`src/bpd_pkg.sv`:
```
// constants for the general-purpose bidirectional port block
// assumes an apb slave with 32-bit data and byte addresses
package bpd_pkg;
  // register indices; the byte address is four times the index
  localparam logic [7:0] BPD_P0C_GDIR_IDX = 8'h27;
  localparam logic [7:0] BPD_P1A_DIR_IDX = 8'h35;
  localparam logic [7:0] BPD_P0B_DIR_IDX = 8'h36;
  localparam logic [7:0] BPD_P0A_DIR_IDX = 8'h37;
  localparam logic [7:0] BPD_P0A_DAT_IDX = 8'h40;
  localparam logic [7:0] BPD_P0B_DAT_IDX = 8'h41;
  localparam logic [7:0] BPD_P0C_DAT_IDX = 8'h42;
  localparam logic [7:0] BPD_P1A_DAT_IDX = 8'h43;
  localparam logic [7:0] BPD_CTRL_IDX = 8'h44;
  // field positions
  localparam int BPD_GDIR_BIT = 0;
  localparam int BPD_CTRL_CE_BIT = 0;
  localparam int BPD_CTRL_STOP_BIT = 1;
  localparam int BPD_CTRL_HALT_BIT = 2;
  localparam int BPD_RMW_LO = 2;
  // values after reset
  localparam logic [3:0] BPD_DIR_RST = 4'h0;
  localparam logic [2:0] BPD_CTRL_RST = 3'h0;
  localparam logic [31:0] BPD_RDATA_RST = 32'h0000_0000;

  function automatic logic [9:0] bpd_addr(input logic [7:0] idx);
    bpd_addr = {idx, 2'b00};
  endfunction : bpd_addr
endpackage : bpd_pkg

```
`src/bpd_port.sv`:
```
// bidirectional port logic for ports 0a, 0b, 0c and 1a behind apb
// assumes pins come from outside ref_clk and are synchronised here
//
// How it works
// - port 1a per-pin direction register
// - port 0c group direction, bit 0 only
// - reset, ce reset, stop clear directions
// - input pins are not driven
// - input pin read returns pin level
// - writes update latch in input mode
// - output pins drive latch, input releases
// - one drives high, zero drives low
// - output pins read back the latch
// - port 0a bits 3:2 read pin level
// - latches not reset, kept over ce/stop
// - halt blocks port writes, ce reset and stop still clear directions
// - stop gates inputs except port 0c
// - ports 0a, 0b, 1a per-pin direction
// - 0a direction 37h, 0b at 36h
`timescale 1ns/10ps
module bpd_port
  import bpd_pkg::*;
(
  input wire logic ref_clk,
  input wire logic nrst,
  input wire logic psel,
  input wire logic penable,
  input wire logic pwrite,
  input wire logic [11:0] paddr,
  input wire logic [31:0] pwdata,
  output logic [31:0] prdata,
  output logic pready,
  output logic pslverr,
  input wire logic [3:0] portZeroAIn,
  output logic [3:0] portZeroAOut,
  output logic [3:0] portZeroAOe,
  input wire logic [3:0] portZeroBIn,
  output logic [3:0] portZeroBOut,
  output logic [3:0] portZeroBOe,
  input wire logic [3:0] portZeroCIn,
  output logic [3:0] portZeroCOut,
  output logic [3:0] portZeroCOe,
  input wire logic [3:0] portOneAIn,
  output logic [3:0] portOneAOut,
  output logic [3:0] portOneAOe,
  output logic inputGate
);
  // ****************************************************************
  // bus decode
  // ****************************************************************
  logic access;
  logic wrEn;
  logic inRange;
  logic [9:0] wordAddr;
  // acts in the first access cycle only, pready closes it
  assign access = psel & penable & ~pready;
  // nothing is mapped above the low 1 kbyte
  assign inRange = paddr[11:10] == 2'h0;
  assign wrEn = access & pwrite & inRange;
  // aligned byte address, compared against bpd_addr()
  assign wordAddr = {paddr[9:2], 2'b00};

  // true when the aligned address names register idx
  function automatic logic isReg(input logic [9:0] addr,
                                 input logic [7:0] idx);
    isReg = addr == bpd_addr(idx);
  endfunction : isReg

  // drive value of a port: latch where the pin is an output
  function automatic logic [3:0] driveVal(input logic [3:0] lat,
                                          input logic [3:0] dir);
    driveVal = lat & dir;
  endfunction : driveVal

  logic [3:0] portZeroADirection_q;
  logic [3:0] portZeroBDirection_q;
  logic portZeroCGroupDirection_q;
  logic [3:0] portOneADirection_q;
  logic [3:0] latchZeroA_q;
  logic [3:0] latchZeroB_q;
  logic [3:0] latchZeroC_q;
  logic [3:0] latchOneA_q;
  logic [2:0] ctrl_q;
  logic ceReset;
  logic clockStop;
  logic halted;
  assign ceReset = ctrl_q[BPD_CTRL_CE_BIT];
  assign clockStop = ctrl_q[BPD_CTRL_STOP_BIT];
  assign halted = ctrl_q[BPD_CTRL_HALT_BIT];

  // ****************************************************************
  // write selects
  // ****************************************************************
  logic wrOpen;
  logic dirClear;
  logic wrCtrl;
  logic wrDirZeroA;
  logic wrDirZeroB;
  logic wrDirZeroC;
  logic wrDirOneA;
  logic wrDatZeroA;
  logic wrDatZeroB;
  logic wrDatZeroC;
  logic wrDatOneA;
  // halt blocks port writes, control stays open
  assign wrOpen = wrEn & ~halted;
  // ce reset and stop hold directions clear
  assign dirClear = ceReset | clockStop;
  assign wrCtrl = wrEn & isReg(wordAddr, BPD_CTRL_IDX);
  assign wrDirZeroA = wrOpen & isReg(wordAddr, BPD_P0A_DIR_IDX);
  assign wrDirZeroB = wrOpen & isReg(wordAddr, BPD_P0B_DIR_IDX);
  assign wrDirZeroC = wrOpen & isReg(wordAddr, BPD_P0C_GDIR_IDX);
  assign wrDirOneA = wrOpen & isReg(wordAddr, BPD_P1A_DIR_IDX);
  assign wrDatZeroA = wrOpen & isReg(wordAddr, BPD_P0A_DAT_IDX);
  assign wrDatZeroB = wrOpen & isReg(wordAddr, BPD_P0B_DAT_IDX);
  assign wrDatZeroC = wrOpen & isReg(wordAddr, BPD_P0C_DAT_IDX);
  assign wrDatOneA = wrOpen & isReg(wordAddr, BPD_P1A_DAT_IDX);

  // ****************************************************************
  // pin synchronisers
  // ****************************************************************
  logic [15:0] pinMeta_q;
  logic [15:0] pinSync_q;
  always_ff @(posedge ref_clk or negedge nrst) begin
    if (!nrst) begin
      pinMeta_q <= 16'h0000;
      pinSync_q <= 16'h0000;
    end else begin
      pinMeta_q <= {portOneAIn, portZeroCIn, portZeroBIn, portZeroAIn};
      pinSync_q <= pinMeta_q;
    end
  end

  // buffers gated in stop, port 0c open
  logic [3:0] pinZeroA;
  logic [3:0] pinZeroB;
  logic [3:0] pinZeroC;
  logic [3:0] pinOneA;
  assign pinZeroA = clockStop ? 4'h0 : pinSync_q[3:0];
  assign pinZeroB = clockStop ? 4'h0 : pinSync_q[7:4];
  assign pinZeroC = pinSync_q[11:8];
  assign pinOneA = clockStop ? 4'h0 : pinSync_q[15:12];

  // input reads pin, output reads latch
  function automatic logic [3:0] readMix(input logic [3:0] dir,
                                         input logic [3:0] lat,
                                         input logic [3:0] pin);
    readMix = (dir & lat) | (~dir & pin);
  endfunction : readMix

  logic [3:0] readZeroA;
  always_comb begin
    readZeroA = readMix(portZeroADirection_q, latchZeroA_q, pinZeroA);
    // top two bits always show pin level
    readZeroA[3:BPD_RMW_LO] = pinZeroA[3:BPD_RMW_LO];
  end

  // ****************************************************************
  // control register
  // ****************************************************************
  always_ff @(posedge ref_clk or negedge nrst) begin
    if (!nrst) begin
      ctrl_q <= BPD_CTRL_RST;
    end else if (wrCtrl) begin
      ctrl_q <= pwdata[2:0];
    end
  end

  // ****************************************************************
  // direction registers
  // ****************************************************************
  // power-on, ce and stop clear directions
  always_ff @(posedge ref_clk or negedge nrst) begin
    if (!nrst) begin
      portZeroADirection_q <= BPD_DIR_RST;
    end else if (dirClear) begin
      portZeroADirection_q <= BPD_DIR_RST;
    end else if (wrDirZeroA) begin
      portZeroADirection_q <= pwdata[3:0];
    end
  end

  always_ff @(posedge ref_clk or negedge nrst) begin
    if (!nrst) begin
      portZeroBDirection_q <= BPD_DIR_RST;
    end else if (dirClear) begin
      portZeroBDirection_q <= BPD_DIR_RST;
    end else if (wrDirZeroB) begin
      portZeroBDirection_q <= pwdata[3:0];
    end
  end

  // one group bit for port 0c
  always_ff @(posedge ref_clk or negedge nrst) begin
    if (!nrst) begin
      portZeroCGroupDirection_q <= BPD_DIR_RST[BPD_GDIR_BIT];
    end else if (dirClear) begin
      portZeroCGroupDirection_q <= BPD_DIR_RST[BPD_GDIR_BIT];
    end else if (wrDirZeroC) begin
      portZeroCGroupDirection_q <= pwdata[BPD_GDIR_BIT];
    end
  end

  always_ff @(posedge ref_clk or negedge nrst) begin
    if (!nrst) begin
      portOneADirection_q <= BPD_DIR_RST;
    end else if (dirClear) begin
      portOneADirection_q <= BPD_DIR_RST;
    end else if (wrDirOneA) begin
      portOneADirection_q <= pwdata[3:0];
    end
  end

  // ****************************************************************
  // output latches
  // ****************************************************************
  // no reset term, kept over ce and stop
  always_ff @(posedge ref_clk) begin
    if (wrDatZeroA) begin
      latchZeroA_q <= pwdata[3:0];
    end
  end

  always_ff @(posedge ref_clk) begin
    if (wrDatZeroB) begin
      latchZeroB_q <= pwdata[3:0];
    end
  end

  always_ff @(posedge ref_clk) begin
    if (wrDatZeroC) begin
      latchZeroC_q <= pwdata[3:0];
    end
  end

  always_ff @(posedge ref_clk) begin
    if (wrDatOneA) begin
      latchOneA_q <= pwdata[3:0];
    end
  end

  // ****************************************************************
  // pin drivers
  // ****************************************************************
  logic [3:0] groupC;
  assign groupC = {4{portZeroCGroupDirection_q}};
  // drive latch when output, release when input
  always_ff @(posedge ref_clk or negedge nrst) begin
    if (!nrst) begin
      portZeroAOe <= 4'h0;
      portZeroAOut <= 4'h0;
    end else begin
      portZeroAOe <= portZeroADirection_q;
      portZeroAOut <= driveVal(latchZeroA_q, portZeroADirection_q);
    end
  end

  always_ff @(posedge ref_clk or negedge nrst) begin
    if (!nrst) begin
      portZeroBOe <= 4'h0;
      portZeroBOut <= 4'h0;
    end else begin
      portZeroBOe <= portZeroBDirection_q;
      portZeroBOut <= driveVal(latchZeroB_q, portZeroBDirection_q);
    end
  end

  always_ff @(posedge ref_clk or negedge nrst) begin
    if (!nrst) begin
      portZeroCOe <= 4'h0;
      portZeroCOut <= 4'h0;
    end else begin
      portZeroCOe <= groupC;
      portZeroCOut <= driveVal(latchZeroC_q, groupC);
    end
  end

  always_ff @(posedge ref_clk or negedge nrst) begin
    if (!nrst) begin
      portOneAOe <= 4'h0;
      portOneAOut <= 4'h0;
    end else begin
      portOneAOe <= portOneADirection_q;
      portOneAOut <= driveVal(latchOneA_q, portOneADirection_q);
    end
  end

  // gate flag follows the stop bit
  always_ff @(posedge ref_clk or negedge nrst) begin
    if (!nrst) begin
      inputGate <= 1'b0;
    end else begin
      inputGate <= clockStop;
    end
  end

  // ****************************************************************
  // read data and handshake
  // ****************************************************************
  logic [31:0] rdNext;
  logic hit;
  always_comb begin
    rdNext = BPD_RDATA_RST;
    hit = 1'b1;
    unique case (wordAddr)
      bpd_addr(BPD_P0A_DIR_IDX): rdNext[3:0] = portZeroADirection_q;
      bpd_addr(BPD_P0B_DIR_IDX): rdNext[3:0] = portZeroBDirection_q;
      bpd_addr(BPD_P0C_GDIR_IDX): begin
        rdNext[BPD_GDIR_BIT] = portZeroCGroupDirection_q;
      end
      bpd_addr(BPD_P1A_DIR_IDX): rdNext[3:0] = portOneADirection_q;
      bpd_addr(BPD_P0A_DAT_IDX): rdNext[3:0] = readZeroA;
      bpd_addr(BPD_P0B_DAT_IDX): begin
        rdNext[3:0] = readMix(portZeroBDirection_q, latchZeroB_q, pinZeroB);
      end
      bpd_addr(BPD_P0C_DAT_IDX): rdNext[3:0] = readMix(groupC,
                                                       latchZeroC_q, pinZeroC);
      bpd_addr(BPD_P1A_DAT_IDX): begin
        rdNext[3:0] = readMix(portOneADirection_q, latchOneA_q, pinOneA);
      end
      bpd_addr(BPD_CTRL_IDX): rdNext[2:0] = ctrl_q;
      default: hit = 1'b0;
    endcase
    // the low 1 kbyte is not repeated above it
    if (!inRange) begin
      hit = 1'b0;
      rdNext = BPD_RDATA_RST;
    end
  end

  always_ff @(posedge ref_clk or negedge nrst) begin
    if (!nrst) begin
      pready <= 1'b0;
      pslverr <= 1'b0;
      prdata <= BPD_RDATA_RST;
    end else begin
      pready <= access;
      pslverr <= access & ~hit;
      if (access && !pwrite) begin
        prdata <= rdNext;
      end
    end
  end
endmodule : bpd_port

```
`config.mk`:
```
export PLATFORM = sky130hd
export DESIGN_NAME = bpd_port
export DESIGN_NICKNAME = d
export VERILOG_FILES = /design/src/bpd_pkg.sv /design/src/bpd_port.sv
export SDC_FILE = /design/constraint.sdc
export NUM_CORES = 1
export LEC_CHECK = 0
export BUFFER_PORTS_ARGS = -buffer_cell sky130_fd_sc_hd__clkbuf_2
export CORE_AREA = 2 2 89 91
export CTS_BUF_LIST = sky130_fd_sc_hd__clkbuf_4 sky130_fd_sc_hd__clkbuf_8
export DETAILED_ROUTE_END_ITERATION = 8
export DIE_AREA = 0 0 91 93
export GPL_TIMING_DRIVEN = 1
export PLACE_DENSITY_LB_ADDON = 0.2
export SYNTH_ARGS = -nofsm -noshare
export SYNTH_HDL_FRONTEND = slang
export SYNTH_SLANG_ARGS = --single-unit
```
`constraint.sdc`:
```
create_clock -name ref_clk -period 5.4 [get_ports ref_clk]
set_clock_uncertainty 0.1 [all_clocks]
set_input_delay 0.54 -clock ref_clk [delete_from_list [all_inputs] [get_ports ref_clk]]
set_output_delay 0.54 -clock ref_clk [all_outputs]
set_load 0.02 [all_outputs]
```
* Word level (Yosys, flattened, before mapping)
Cells that the tools add are included.
** Storage, ports and cells
- Register bits :: 128
- Latch bits :: 0
- Memory bits (writable) :: 0
- Memory bits (read-only) :: 0
- Input bits :: 65
- Output and inout bits :: 67
- Word-level logic and storage cells :: 92
- Memories :: 0
** Operators by class
- Add/subtract/negate cells :: 0
- Multipliers :: 0
- Div/mod/pow operators :: 0
- $lt $le $gt $ge :: 0
- Equal/unequal tests :: 9
- Shift-type cells :: 0
- Mux-type cells :: 17
- Bitwise gates (word level) :: 35
- Reductions and logical operators :: 8
** Operators with widths (count)
- == test 8 x 7 -> 1 bit, second input constant :: 5
- 2-to-1 mux 4 bit :: 10
- == test 8 x 6 -> 1 bit, second input constant :: 4
- bitwise AND 4 bit :: 7
- one-hot mux 2 bit (8 select lines) :: 1
- bitwise AND 1 bit :: 15
- NOT 4 bit :: 3
- bitwise OR 4 bit :: 3
- one-hot mux 1 bit (9 select lines) :: 1
- OR reduction 9 bit :: 1
- nonzero test 2 bit :: 4
- one-hot mux 1 bit (7 select lines) :: 1
- 2-to-1 mux 1 bit :: 4
- NOT 1 bit :: 3
- bitwise AND 2 bit :: 1
- logical NOT 2 bit :: 1
- NOT 2 bit :: 1
- bitwise OR 2 bit :: 1
- logical AND 1 bit :: 1
- logical NOT 1 bit :: 1
- bitwise OR 1 bit :: 1

* Depth between registers and ports, before layout
- Depth after elaboration :: 8
- Mapped depth :: 7
- Depth with buffers taken out :: 4

* Worst setup path before layout
Ideal clock, no wire load.
- Path type :: input to register
- Start point :: input paddr[7]
- End point :: register latchZeroA_q[0] (enable)
- Library setup time :: 361 ps
- Data arrival time :: 1828 ps
- Required time :: 4939 ps
- Slack :: 3110 ps
- Stages on the path :: 4
- Buffers on the path :: 0
- Cell sequence :: or4b_1 nor2_2 nand2_1 nor3_1
** Between the ends
- Word-level cells in the longest chain between the ends :: 2
** Ends and longest elaborated chain
- start, declared :: line bpd_port.sv:29 : input wire logic [11:0] paddr,
- == test 8 x 7 -> 1 bit :: line bpd_port.sv:66 : isReg = addr == bpd_addr(idx);
- bitwise AND 1 bit :: line bpd_port.sv:114 : assign wrDatZeroA = wrOpen & isReg(wordAddr, BPD_P0A_DAT_IDX);
- named net wrDatZeroA :: line bpd_port.sv:101 : logic wrDatZeroA;
- end signal, assigned :: line bpd_port.sv:220 : latchZeroA_q <= pwdata[3:0];
- end, declared :: line bpd_port.sv:79 : logic [3:0] latchZeroA_q;
The timed path passes the listed nets, and every way through them passes these cells.
A chain may end at the register's enable or synchronous reset.

* Final worst setup path
- Start point :: register pready
- End point :: register latchZeroA_q[2] (enable)
** Between the ends
- Word-level cells in the longest chain between the ends :: 6
** Ends and longest elaborated chain
- start, declared :: line bpd_port.sv:32 : output logic pready,
- start signal, assigned :: line bpd_port.sv:337 : pready <= access;
- NOT 1 bit :: line bpd_port.sv:56 : assign access = psel & penable & ~pready;
- bitwise AND 1 bit :: line bpd_port.sv:56
- bitwise AND 1 bit (2 in series) :: line bpd_port.sv:59 : assign wrEn = access & pwrite & inRange;
- bitwise AND 1 bit :: line bpd_port.sv:106 : assign wrOpen = wrEn & ~halted;
- bitwise AND 1 bit :: line bpd_port.sv:114
- named net wrDatZeroA :: line bpd_port.sv:101
The timed path passes the listed nets, and every way through them passes these cells.

==> results.md <==
* Outcome: finished clean
* Cell with the biggest individual delay on the critical path: and4b_1
* Global-route total usage across every layer at 20.3%
* Power density normalized to cell area at 303 mW/mm^2
* Pin count of the biggest net entering global routing at between 80 and 90
* Port-buffer cells at 73
* Via total after detailed routing at about 2700
* Worst slack after detailed placement at between 2 and 3 ns
* Detailed Route Iter0 Violations at around 230
* Sw Pwr at approximately 0.00032 W
* Total wirelength of the detailed-routed design at 8.27 mm
* CP Max Fanout at 14
* Post-Synth Simple-Gate Area at between 10% and 20%
* Number of detailed-routing iterations run before antenna repair at 5
* Comb power frac at 6.2%
* Nature of the critical path startpoint: flip-flop
* Slew at the pin closest to its max-slew limit at around 1.2 ns
* Number of buffers created by CTS at 9
* Clock tree from TritonCTS: built
* Largest registers: pinMeta_q x16, pinSync_q x16
* Post-synth cell types at 48
* Area of the die at roughly 0.0085 mm^2
* Maximum clock path buffer count at 2
* Die Span Y at between 90 and 100 um
* Number of vias per cell after detailed routing at between 5 and 6
* Final Worst Setup Slack at approximately 2.8 ns
* CTS clk-pin slew, worst paths at 0.10 ns
* Proportion of synthesized flip-flops having asynchronous set or reset at between 80% and 90%
* Number of setup violations in the final report at 0
* Arrival time reported for the critical path endpoint at ~2.4 ns
* Worst R2R Setup Slack at approximately 2.8 ns
* Total gr overflow at 0
* Fraction of layout cells with a size suffix above 1 at approximately 28%
* Maximum VDD drop at about 140 uV
* Highest Clock Rate at roughly 390 MHz
* Maximum cell stage delay along the critical path at 0.62 ns
* Post-Route Setup TNS at 0 ns
* Detail Placement HPWL at around 5.4 mm
* Sequential share of power at 57.3%
* Number of setup buffers added after CTS at 0
* Leakage power summed over all cells at about 2.1 nW
* Flip-flop cell with the highest count after synthesis: dfrtp_1
* IO Pins at 132
* Clock insertion delay at the later pin of the skew report at about 0.36 ns
* DRC violations left at 0
* Number of enable-type register cells in the synthesized netlist at 16
* Compound-cell area share of the yosys netlist at 10.8%
* Worst Hold Class: input port to flip-flop
* Placer congestion estimate at a little under 0.9
* Post-synthesis cell count at around 310
* Number of global-route vias before repair at around 2400
* Post-layout nets at approximately 440
* Crit path kind: flip-flop to flip-flop
* Wire length of the first global-routing pass at 12.8 mm
* Worst relative slew slack at approximately 20%
* Synthesized area at between 0.003 and 0.004 mm^2
* Combinational family with the most area after synthesis: simple AND/OR/NAND/NOR gates
* Area growth syn-to-layout at 13.2%
* Hold violation total from the final report at 0
* CTS resizes at 0
* Number of sinks driven by the clock tree at 100
* Wire length per cell after detailed routing at 17.3 um
* # rows at 32
* Number of nets still failing antenna checks after routing at 0
* Share of synthesized area occupied by flip-flops and latches at about 65%
* Mean area per synthesized cell at approximately 13 um^2
* Area taken by multi-input logic gates at ~0.0012 mm^2
* Final worst-path cycle share at a little under half
* Unrepaired setup endpoints after global routing: false
* Post-synthesis mux area share at between 2 and 3%
* Initial Utilization at between 50% and 60%
* Final min period at around 2.6 ns
* Final-report max-slew violation count at 0
* Share of the synthesized netlist area taken by xor and xnor gates at 0%
* Width of the die at a little over 90 um
* Fraction of power spent switching nets at 23.2%
* Internal cell power at between 0.001 and 0.0015 W
* Capturing element type of the critical path: flip-flop
* Cell at the root of the clock tree: clkbuf_8
* Area taken by flip-flops and latches at 0.00258 mm^2
* Number of filler cells placed in the layout at 638
* Hold-fix buffers, CTS at 0
* Synthesis-stage register bit count at 100
* Share of power burned in the clock network at around 37%
* H-tree Lvls at 3
* Syn. warnings at 0
* Placeable core region at between 0.007 and 0.008 mm^2
* Adder-cell area share of the yosys netlist at 0%
* Required time reported for the critical path endpoint at around 5.3 ns
* Number of antenna violations at the first check in global routing at 1
* Max-cap violations at 0
* Number of inserted diodes at 0
* Chain of cells forming the critical path: and3b_1, and4b_1, nand2_1, nor3_1
-- placed cells by master (no fill, tap or decap), types with 2 or more instances in the layout --
master and n:
or2_2 3, nand4bb_1 2, edfxtp_1 16, nor3b_1 2
nor2b_1 2, or3b_2 7, inv_1 4, clkbuf_2 72
a21boi_0 4, inv_6 2, nor3_1 5, nor2_1 9
a221oi_1 3, conb_1 28, or4b_1 2, clkbuf_8 11
nand4_1 12, mux2_4 3, a21oi_1 20, a32oi_1 4
nor4_1 2, nand2b_1 4, o2bb2ai_1 3, dfrtp_1 84
nand2_1 8, mux2i_1 5, and2_1 16, o31ai_1 15
nand4b_1 2, o21ai_0 4, o211ai_1 2
-- area by class of cell --
| class | instances | area share (%) |
|---|---|---|
| multi-input combinational | 184 | 26.8 |
| inverter | 4 | 0.332 |
| tap | 102 | 2.82 |
| sequential | 100 | 57.2 |
| clock buffer | 12 | 3.52 |
| clock inverter | 4 | 1.25 |
| timing repair buffer | 73 | 8.14 |
-- cells in the mapped netlist, types with 2 or more instances --
master	n	area, um^2
o31ai_1	15	113
inv_1	4	15.0
clkbuf_1	9	33.8
buf_4	31	233
o2bb2ai_1	3	26.3
or3b_2	7	61.3
nor3b_1	2	15.0
nand4b_1	2	17.5
edfxtp_1	16	480
nor4_1	2	12.5
or2_2	3	18.8
nor2b_1	2	12.5
or4b_1	2	20.0
a21oi_1	20	100
o21ai_0	4	20.0
a21boi_0	4	30.0
mux2_4	3	45.0
nand4_1	12	75.1
nand2_1	8	30.0
nand2b_1	4	25.0
o211ai_1	2	15.0
buf_2	4	20.0
nor2_1	9	33.8
nor3_1	5	25.0
nand4bb_1	2	22.5
a32oi_1	4	35.0
dfrtp_1	84	2100
and2_1	16	100
a221oi_1	3	26.3
mux2i_1	5	50.1
-- metrics by stage --
| stage | hold WS [ns] | total power (W) | cell area, um^2 | instances | util, % |
|---|---|---|---|---|---|
| detailed placement | 0.235 | 0.000883 | 4300 | 463 | 57.2 |
| floorplan | 0.144 | 0.000858 | 4090 | 332 | - |
| CTS | 0.167 | 0.00138 | 4520 | 479 | 60.0 |
| global placement | 0.232 | 0.000881 | 4300 | 463 | 57.2 |
| finish | 0.179 | 0.00137 | 4520 | 479 | 60.0 |
| global route | 0.146 | 0.00142 | 4520 | 479 | 60.0 |
-- kinds of logic (layout without fill, tap and decap cells) --
group,count (synthesis),after routing
multiplexers,9,9
flip-flops,100,100
buffers and inverters,48,93
other,1,28
AO/OA/AOI/OAI,63,63
AND/OR/NAND/NOR,84,84
-- power by group through the flow --
stage | Clock, W | Combinational [W] | Sequential (W)
after CTS | 0.000512 | 0.0000846 | 0.000783
final | 0.000500 | 0.0000844 | 0.000783
after detailed placement | 0 | 0.0000846 | 0.000799
after floorplan | 0 | 0.0000595 | 0.000799
after global placement | 0 | 0.0000831 | 0.000798
after global routing | 0.000544 | 0.0000928 | 0.000785
-- critical path: cells and delay by family (launching register included) --
kind / cells / cell delay [ns]
AND/OR/NAND/NOR: 4 / 1.70
flip-flops: 1 / 0.39
-- per-layer routing --
metal	share of wire [%]	global-route usage, %	up-vias	wire [um]
met4	2.7	8.71	0	221
met2	46	29.6	139	3790
met3	7.4	6.37	18	610
met1	44	28.5	1318	3650
met5	0	0	-	0
li1	-	-	1183	-
-- path summary, 6_finish.rpt --
| path | from | end | cells past startpoint |
|---|---|---|---|
| setup / recovery | pready | latchZeroA_q[2] | 4 |
| max in group asynchronous | nrst | portZeroCOe[0] | 1 |
| hold / removal | portZeroBIn[2] | pinMeta_q[6] | 1 |
| hold reg to reg | pinMeta_q[1] | pinSync_q[1] | 0 |
| setup reg to reg | pready | latchZeroA_q[2] | 4 |
| min in group asynchronous | nrst | portZeroBOe[1] | 1 |
Note: power is estimated with default switching activity, not from simulation.
